**src/hdl/scc_pkg.sv**
```systemverilog
// Constants and types for the scratchpad to EEPROM copy handler
`default_nettype none
package scc_pkg;
  localparam logic [7:0] CMD_COPY_SCRATCH = 8'h5A;
  localparam int         PARAM_SU_BIT     = 7;
  localparam int         PARAM_PAGE_HI    = 5;
  localparam int         PARAM_PAGE_LO    = 4;
  localparam int         PARAM_FS_BIT     = 3;
  localparam int         PARAM_SEG_HI     = 2;
  localparam int         PARAM_SEG_LO     = 0;
  localparam int         SEG_BYTES        = 4;
  localparam int         SEGS_PER_PAGE    = 8;
  localparam int         PAGE_BYTES       = 32;
  localparam logic [4:0] SCRATCH_BASE     = 5'h00;
  localparam logic [3:0] PERIODS_FULL     = 4'h8;
  localparam logic [3:0] PERIODS_SEG      = 4'h1;
  localparam logic [1:0] PAGE_SEL0        = 2'h0;
  localparam logic [1:0] PAGE_SEL1        = 2'h1;
  localparam logic [1:0] RPTR_STATUS      = 2'h0;
  localparam int         CLK_MHZ          = 50;
  localparam int         PROG_TIME_US     = 10;
  localparam int         PROG_CYCLES      = PROG_TIME_US * CLK_MHZ;
  localparam int         TAIL_TIME_NS     = 1090;
  localparam int         TAIL_CYCLES_MAX  = (TAIL_TIME_NS * CLK_MHZ) / 1000;
  localparam logic [15:0] TAIL_CYCLES     = 16'(TAIL_CYCLES_MAX - 2);
  typedef enum logic [2:0] {ST_IDLE, ST_PARAM, ST_PROG, ST_TAIL} scc_state_t;
endpackage : scc_pkg
`default_nettype wire

```
**src/hdl/scc_sync.sv**
```systemverilog
// Two flip-flop synchroniser for one level
`timescale 1ns/10ps
`default_nettype none
module scc_sync (
  input  wire logic i_mclk,
  input  wire logic i_resetn,
  input  wire logic i_async,
  output logic      o_sync
);
  logic meta_reg;
  // First stage feeds only the second
  // Resets to the pulled-up idle level, so no false edge follows reset
  always_ff @(posedge i_mclk or negedge i_resetn)
  begin
    if (!i_resetn)
    begin
      meta_reg <= 1'b1;
      o_sync   <= 1'b1;
    end
    else
    begin
      meta_reg <= i_async;
      o_sync   <= meta_reg;
    end
  end
endmodule : scc_sync
`default_nettype wire

```
**src/hdl/scc_scratch_mem.sv**
```systemverilog
// Scratchpad and user EEPROM page storage with registered read
`timescale 1ns/10ps
`default_nettype none
module scc_scratch_mem (
  input  wire logic       i_mclk,
  input  wire logic       i_we,
  input  wire logic [5:0] i_waddr,
  input  wire logic [7:0] i_wdata,
  input  wire logic [5:0] i_raddr,
  output logic      [7:0] o_rdata
);
  logic [7:0] mem [0:63];
  // No reset on the array; contents are undefined until written
  always_ff @(posedge i_mclk)
  begin
    if (i_we)
      mem[i_waddr] <= i_wdata;
    o_rdata <= mem[i_raddr];
  end
endmodule : scc_scratch_mem
`default_nettype wire

```
**src/hdl/scc_copy.sv**
```systemverilog
// Copy-scratchpad command handler: programs scratchpad data into user pages
//
// Function
// - Command 5Ah then one parameter byte starts a copy.
// - Segment n takes scratchpad bytes 4n to 4n+3.
// - Protected target skips programming, stays not busy, acks next access.
// - Busy for one or eight program periods from parameter acknowledge.
// - Command ends within busy time plus 1.09 us; no status changes.
// - Command sets read pointer to master status register.
// - With bit 7 set, bits 5:4 select page 0 or 1 for the protection check only; bit 6 ignored.
// - Bit 3 zero copies whole page, one copies selected segment only.
// - Any protected block on the page forces segment mode.
// - Bits 2:0 pick the segment; all eight codes valid.
`timescale 1ns/10ps
`default_nettype none
module scc_copy
  import scc_pkg::*;
#(
  parameter int PROG_CYC = scc_pkg::PROG_CYCLES
) (
  input  wire logic       i_mclk,
  input  wire logic       i_resetn,
  input  wire logic       i_scl,
  input  wire logic       i_byte_valid,
  input  wire logic [7:0] i_byte,
  input  wire logic       i_byte_is_cmd,
  input  wire logic       i_scr_we,
  input  wire logic [4:0] i_scr_addr,
  input  wire logic [7:0] i_scr_wdata,
  input  wire logic [1:0] i_page_protected,
  input  wire logic [1:0] i_page_part_protected,
  input  wire logic [5:0] i_rd_addr,
  output logic      [7:0] o_rd_data,
  output logic            o_byte_ack,
  output logic            o_busy,
  output logic            o_done,
  output logic      [1:0] o_read_ptr,
  output logic            o_prot_error
);
  import scc_pkg::*;

  typedef struct packed {
    scc_state_t  state;
    logic [1:0]  page;
    logic [2:0]  seg;
    logic [2:0]  seg_end;
    logic [1:0]  byte_idx;
    logic        wr_phase;
    logic [3:0]  periods;
    logic [15:0] cnt;
    logic        arm;
    logic        ack;
    logic        busy;
    logic        done;
    logic [1:0]  rptr;
    logic        perr;
  } scc_regs_t;

  scc_regs_t r_reg;
  scc_regs_t r_next;
  logic      scl_s;
  logic      scl_d_reg;
  logic      scl_rise;
  logic [7:0] rdata;
  logic       mem_we;
  logic [5:0] mem_waddr;
  logic [5:0] mem_raddr;
  logic [7:0] mem_wdata;
  logic [5:0] prog_raddr;
  logic       prog_active;

  // SCL from pin goes through two flops before edge detection
  scc_sync u_scl_sync (
    .i_mclk   (i_mclk),
    .i_resetn (i_resetn),
    .i_async  (i_scl),
    .o_sync   (scl_s)
  );

  always_ff @(posedge i_mclk or negedge i_resetn)
  begin
    if (!i_resetn)
      scl_d_reg <= 1'b1; // SCL idles high; matches the synchroniser reset
    else
      scl_d_reg <= scl_s;
  end
  assign scl_rise = scl_s & ~scl_d_reg;

  // Address 0..31 scratchpad, 32..63 one 32-byte page image written for both page 0 and page 1
  assign prog_active = (r_reg.state == ST_PROG);
  assign prog_raddr  = {1'b0, SCRATCH_BASE + {r_reg.seg, r_reg.byte_idx}};
  assign mem_raddr   = prog_active ? prog_raddr : i_rd_addr;
  assign mem_we      = prog_active ? r_reg.wr_phase : (i_scr_we & ~r_reg.busy);
  assign mem_waddr   = prog_active ? {1'b1, {r_reg.seg, r_reg.byte_idx}} : {1'b0, i_scr_addr};
  assign mem_wdata   = prog_active ? rdata : i_scr_wdata;

  scc_scratch_mem u_mem (
    .i_mclk  (i_mclk),
    .i_we    (mem_we),
    .i_waddr (mem_waddr),
    .i_wdata (mem_wdata),
    .i_raddr (mem_raddr),
    .o_rdata (rdata)
  );

  // Next-state logic for the whole command sequence
  always_comb
  begin
    logic full_copy;
    logic prot;
    full_copy = 1'b0;
    prot      = 1'b0;
    r_next      = r_reg;
    r_next.ack  = 1'b0;
    r_next.done = 1'b0;
    case (r_reg.state)
      ST_IDLE:
      begin
        if (i_byte_valid && i_byte_is_cmd && i_byte == CMD_COPY_SCRATCH)
        begin
          r_next.ack   = 1'b1;
          r_next.rptr  = RPTR_STATUS;
          r_next.state = ST_PARAM;
        end
      end
      ST_PARAM:
      begin
        if (i_byte_valid && i_byte_is_cmd)
          r_next.state = ST_IDLE;
        else if (i_byte_valid)
        begin
          // Bit 6 is never looked at
          if (!i_byte[PARAM_SU_BIT] || i_byte[PARAM_PAGE_HI])
          begin
            r_next.state = ST_IDLE;
          end
          else
          begin
            r_next.ack  = 1'b1;
            r_next.page = i_byte[PARAM_PAGE_HI:PARAM_PAGE_LO];
            prot = i_page_protected[i_byte[PARAM_PAGE_LO]];
            full_copy = ~i_byte[PARAM_FS_BIT]
                        & ~i_page_part_protected[i_byte[PARAM_PAGE_LO]];
            r_next.seg      = full_copy ? 3'h0 : i_byte[PARAM_SEG_HI:PARAM_SEG_LO];
            r_next.seg_end  = full_copy ? 3'(SEGS_PER_PAGE - 1) : i_byte[PARAM_SEG_HI:PARAM_SEG_LO];
            r_next.periods  = full_copy ? PERIODS_FULL : PERIODS_SEG;
            r_next.byte_idx = 2'h0;
            r_next.wr_phase = 1'b0;
            r_next.arm      = 1'b1;
            if (prot)
            begin
              r_next.perr  = 1'b1;
              r_next.state = ST_IDLE;
              r_next.done  = 1'b1;
            end
            else
            begin
              r_next.perr  = 1'b0;
              r_next.state = ST_PROG;
            end
          end
        end
      end
      ST_PROG:
      begin
        // Wait for acknowledge-bit SCL rise before timing begins
        if (r_reg.arm)
        begin
          if (scl_rise)
          begin
            r_next.arm  = 1'b0;
            r_next.busy = 1'b1;
            r_next.cnt  = 16'(PROG_CYC - 1);
          end
        end
        else
        begin
          r_next.wr_phase = ~r_reg.wr_phase;
          if (r_reg.wr_phase && r_reg.byte_idx != 2'(SEG_BYTES - 1))
            r_next.byte_idx = r_reg.byte_idx + 2'h1;
          else if (r_reg.wr_phase && r_reg.seg != r_reg.seg_end)
          begin
            r_next.byte_idx = 2'h0;
            r_next.seg      = r_reg.seg + 3'h1;
          end
          if (r_reg.cnt != 16'h0)
            r_next.cnt = r_reg.cnt - 16'h1;
          else if (r_reg.periods != 4'h1)
          begin
            r_next.periods = r_reg.periods - 4'h1;
            r_next.cnt     = 16'(PROG_CYC - 1);
          end
          else
          begin
            r_next.busy     = 1'b0;
            r_next.wr_phase = 1'b0;
            r_next.cnt      = TAIL_CYCLES;
            r_next.state    = ST_TAIL;
          end
        end
      end
      ST_TAIL:
      begin
        // Completion lands inside the 1.09 us allowance after busy drops
        if (r_reg.cnt != 16'h0)
          r_next.cnt = r_reg.cnt - 16'h1;
        else
        begin
          r_next.done  = 1'b1;
          r_next.state = ST_IDLE;
        end
      end
      default:
      begin
        r_next.state = ST_IDLE;
        r_next.busy  = 1'b0;
      end
    endcase
  end

  // State register
  always_ff @(posedge i_mclk or negedge i_resetn)
  begin
    if (!i_resetn)
    begin
      r_reg       <= '0;
      r_reg.state <= ST_IDLE;
      r_reg.rptr  <= RPTR_STATUS;
    end
    else
      r_reg <= r_next;
  end

  // Read data registered so the output is a flop
  always_ff @(posedge i_mclk or negedge i_resetn)
  begin
    if (!i_resetn)
      o_rd_data <= 8'h00;
    else
      o_rd_data <= rdata;
  end

  assign o_byte_ack   = r_reg.ack;
  assign o_busy       = r_reg.busy;
  assign o_done       = r_reg.done;
  assign o_read_ptr   = r_reg.rptr;
  assign o_prot_error = r_reg.perr;
endmodule : scc_copy
`default_nettype wire

```
**config.mk**
```make
export PLATFORM = sky130hd
export DESIGN_NAME = scc_copy
export DESIGN_NICKNAME = d
export VERILOG_FILES = /design/src/hdl/scc_pkg.sv /design/src/hdl/scc_sync.sv /design/src/hdl/scc_scratch_mem.sv /design/src/hdl/scc_copy.sv
export SDC_FILE = /design/constraint.sdc
export NUM_CORES = 1
export LEC_CHECK = 0
export BUFFER_PORTS_ARGS = -buffer_cell sky130_fd_sc_hd__buf_2
export CORE_UTILIZATION = 25
export CTS_CLUSTER_DIAMETER = 200
export CTS_CLUSTER_SIZE = 40
export DETAILED_ROUTE_END_ITERATION = 12
export GPL_TIMING_DRIVEN = 0
export MAX_ROUTING_LAYER = met4
export PLACE_DENSITY = 0.43
export SLEW_MARGIN = 20
export SYNTH_ARGS = -nofsm -noshare
export SYNTH_HDL_FRONTEND = slang
export SYNTH_HIERARCHICAL = 1
export SYNTH_SLANG_ARGS = --single-unit
```
**constraint.sdc**
```tcl
create_clock -name i_mclk -period 5.8 [get_ports i_mclk]
set_clock_uncertainty 0.15 [all_clocks]
set_input_delay 0.87 -clock i_mclk [delete_from_list [all_inputs] [get_ports i_mclk]]
set_output_delay 0.87 -clock i_mclk [all_outputs]
set_load 0.05 [all_outputs]
```
==> out/qor.txt <==
setup violators final = 0
post-synthesis adder-cell area fraction = 0.00652
post-synthesis compound-gate area fraction = 0.0407
Clock transition at path regs = 0.15 ns
sequential area share after synthesis = 0.726
GRT Residual Overflow = 0
Synth Flop Type = edfxtp_1
DR vias = 11,900
most frequent cell after synthesis = edfxtp_1
Post-synth top cells = 512 x edfxtp_1, 126 x mux4_2, 102 x nor2_1
initial antenna violation count = 1
Worst Path Arrival = 5.92 ns
synth warn = 6
Placed Cells = 2,472
detailed-router iteration count before antenna repair = 5
GRT Overall Usage = 0.136
Post-DRT Antenna Nets = 0
Fin. Hold Viols = 0
vias in the first global route = 12,000
maxcap violations = 0
Seq cells post-synth = 567
synthesized area = 23,000 sq um
worst path cell trace = inv_1, ha_2, clkbuf_1, buf_4, clkbuf_1, nand2_1, o21ai_0, buf_2, buf_4, clkbuf_2, buf_2, mux2i_1, nand3_1, nand3_1, o32ai_1
status = complete, no violations
clk_lat worst skew = 0.59 ns
FF/Latch Area = 16,700 sq um
Synth cell types = 73
worst-case clock buffer depth = 3
Layout Cells excl Fill = 2,503
Iter 0 DRT Violations = 1,108
asr flop ratio synth = 0.0829
Worst Tran Pin Value = 1.19 ns
worst vdd rail ir drop = 172 uV
Initial Utilization = 0.254
power consumption = 8.38 mW
Worst slew margin = 0.204
Layout Nets = 1,364
Vias per Instance = 4.73
first-pass GRT wire length = 89,000 um
Antenna Cells = 0
max reg flops = 512
mux cell area share after synthesis = 0.147
syn_area_per_cell = 18.5 sq um
wirelength, routed = 62,400 um
dpl ws = -0.610 ns
Hold WC Path Type = input pin to async pin
die height = 305 um
Post-synth EDFFs = 512
largest family of logic cells by synthesized area = multiplexers
slowest CP cell = buf_2
RSZ-0062 raised after global routing = false
CP Data Required Time = 6.06 ns
Final Core Density = 0.280
Worst path max stage delay = 0.53 ns
DRC = 0
routability cong. = 0.816
Filler Cell Count = 8,999
routed len/inst = 24.9 um
startpoint types = register
Post-CTS Hold Buffers = 0
root buffer cell = clkbuf_16
largest net degree at the start of global routing = 65
Final Max Tran Viols = 0
LEAKAGE = 7.90 nW
I/O Buffers = 48
Synth Area in Simple Gates = 0.0556
Max Fanout on Critical Path = 11
Clock Sinks = 567
crit share post-route = 0.977
top post-synthesis cells by area = edfxtp_1 67%, mux4_2 12%, dfrtp_1 4.8%
power density over cell area = 331 nW/um^2
Layout area overhead = 10.2%
Fmax = 176 MHz
row cnt = 110
Worst setup EP type = register
layout cells sized above 1 = 0.208
Syn Inst Count = 1,245
area leader, netlist = edfxtp_1
die area = 93,300 sq um
die width = 305 um
I/O pin count = 51
top-area cell type share of the netlist area = 0.668
Core ar. = 90,600 sq um
H-tree depth = 1
xor/xnor cell area share of the yosys netlist = 0.00304
CTS buffer count = 18
critical path type = register to register
post-DP HPWL = 42,100 um
CTS tree = built
final worst setup slack = 0.134 ns
Multi-input gate area = 5890 sq um
minimum clock period = 5.67 ns
-- cells by family after synthesis --
logic type                 Yosys count
AOI/OAI and AO/OA                  133
xor gates and xnor gates             8
adders and majority gates           12
buffers and inverters               89
DFF                                567
muxes                              178
other                                1
and+or+nand+nor                    257
-- cell usage in the layout, fill, tap and decap left out, types with 4 or more instances in the layout --
cell type / synthesis / final
o2bb2ai_1: 4 / 4
nor4_1: 9 / 9
nor3_1: 10 / 8
or3_1: 6 / 6
nand2b_1: 13 / 13
nand2_1: 44 / 44
o21ai_0: 24 / 21
a221oi_1: 6 / 6
xor2_1: 5 / 5
inv_1: 24 / 24
a21oi_1: 20 / 20
nand3_1: 18 / 18
o22ai_1: 11 / 11
buf_4: 15 / 19
buf_6: 4 / 4
dfxtp_1: 8 / 8
buf_2: 12 / 60
mux2i_1: 27 / 27
clkbuf_1: 28 / 36
o22a_1: 5 / 5
edfxtp_1: 512 / 512
o21a_1: 4 / 4
a211oi_1: 5 / 5
nor2_1: 102 / 102
o21ai_1: 3 / 5
ha_1: 12 / 11
dfrtp_1: 44 / 44
and2_1: 6 / 6
mux2_4: 0 / 8
nor2b_1: 19 / 19
clkbuf_16: 0 / 19
a31oi_1: 5 / 5
nand3b_1: 4 / 4
mux2_2: 24 / 16
mux4_2: 126 / 126
o221ai_1: 10 / 10
nand4_1: 7 / 7
-- what timing repair did --
| item | in CTS | in global routing |
|---|---|---|
| gates cloned | 0 | 0 |
| buffers inserted | 0 | 0 |
| gates resized for setup | 5 | 4 |
| endpoints found under the setup margin | 33 | 4 |
-- layer usage --
layer  vias to the layer above  track usage  routed length [um]
met2                       296        0.217               29700
met5                         -            -                   0
met1                      6382        0.189               29200
li1                       5123            -                   -
met3                        50       0.0155                2450
met4                         0       0.0233                1080
-- layout make-up --
cell class / count / share of cell area
Inverter: 24 / 0.00355
Buffer: 64 / 0.0151
Timing Repair Buffer: 50 / 0.0102
Sequential cell: 567 / 0.659
Clock inverter: 1 / 0.00118
Clock buffer: 31 / 0.0205
Multi-Input combinational cell: 590 / 0.232
Tap cell: 1176 / 0.0580
-- power by group --
group / switching (mW) / total (mW) / internal (mW)
sequential: 0.129 / 4.84 / 4.71
combinational: 1.11 / 1.70 / 0.590
clock: 1.21 / 1.85 / 0.638
-- path summary, 6_finish.rpt --
path	start	endpoint	slack [ns]	cells past startpoint
setup / recovery	r_reg[38]	u_mem/o_rdata[4]	0.13	15
setup reg to reg	r_reg[38]	u_mem/o_rdata[4]	0.13	15
hold reg to reg	u_mem/o_rdata[3]	o_rd_data[3]	0.21	0
min in group i_mclk	u_mem/o_rdata[3]	o_rd_data[3]	0.21	0
hold / removal	i_resetn	r_reg[14]	0.16	1
max in group asynchronous	i_resetn	o_rd_data[4]	4.77	1
-- per-stage QoR --
| stage | area (sq um) | hold WS (ns) | TNS, ns |
|---|---|---|---|
| after floorplan | 23000 | 0.179 | 0 |
| after global placement | 24700 | 0.183 | -15.52 |
| after detailed placement | 24800 | 0.187 | -3.33 |
| after CTS | 25300 | 0.181 | 0 |
| after global routing | 25400 | 0.177 | 0 |
| final | 25400 | 0.156 | 0 |
-- critical path: cells and delay by family (launching register included) --
family                   cells  cell delay [ns]
adder cells (fa/ha/maj)      1             0.47
AO/OA/AOI/OAI                2             0.62
AND/OR/NAND/NOR              3             0.35
buffers and inverters        8             3.15
flip-flops                   1             0.46
multiplexers                 1             0.26
Note: power is estimated with default switching activity, not from simulation.
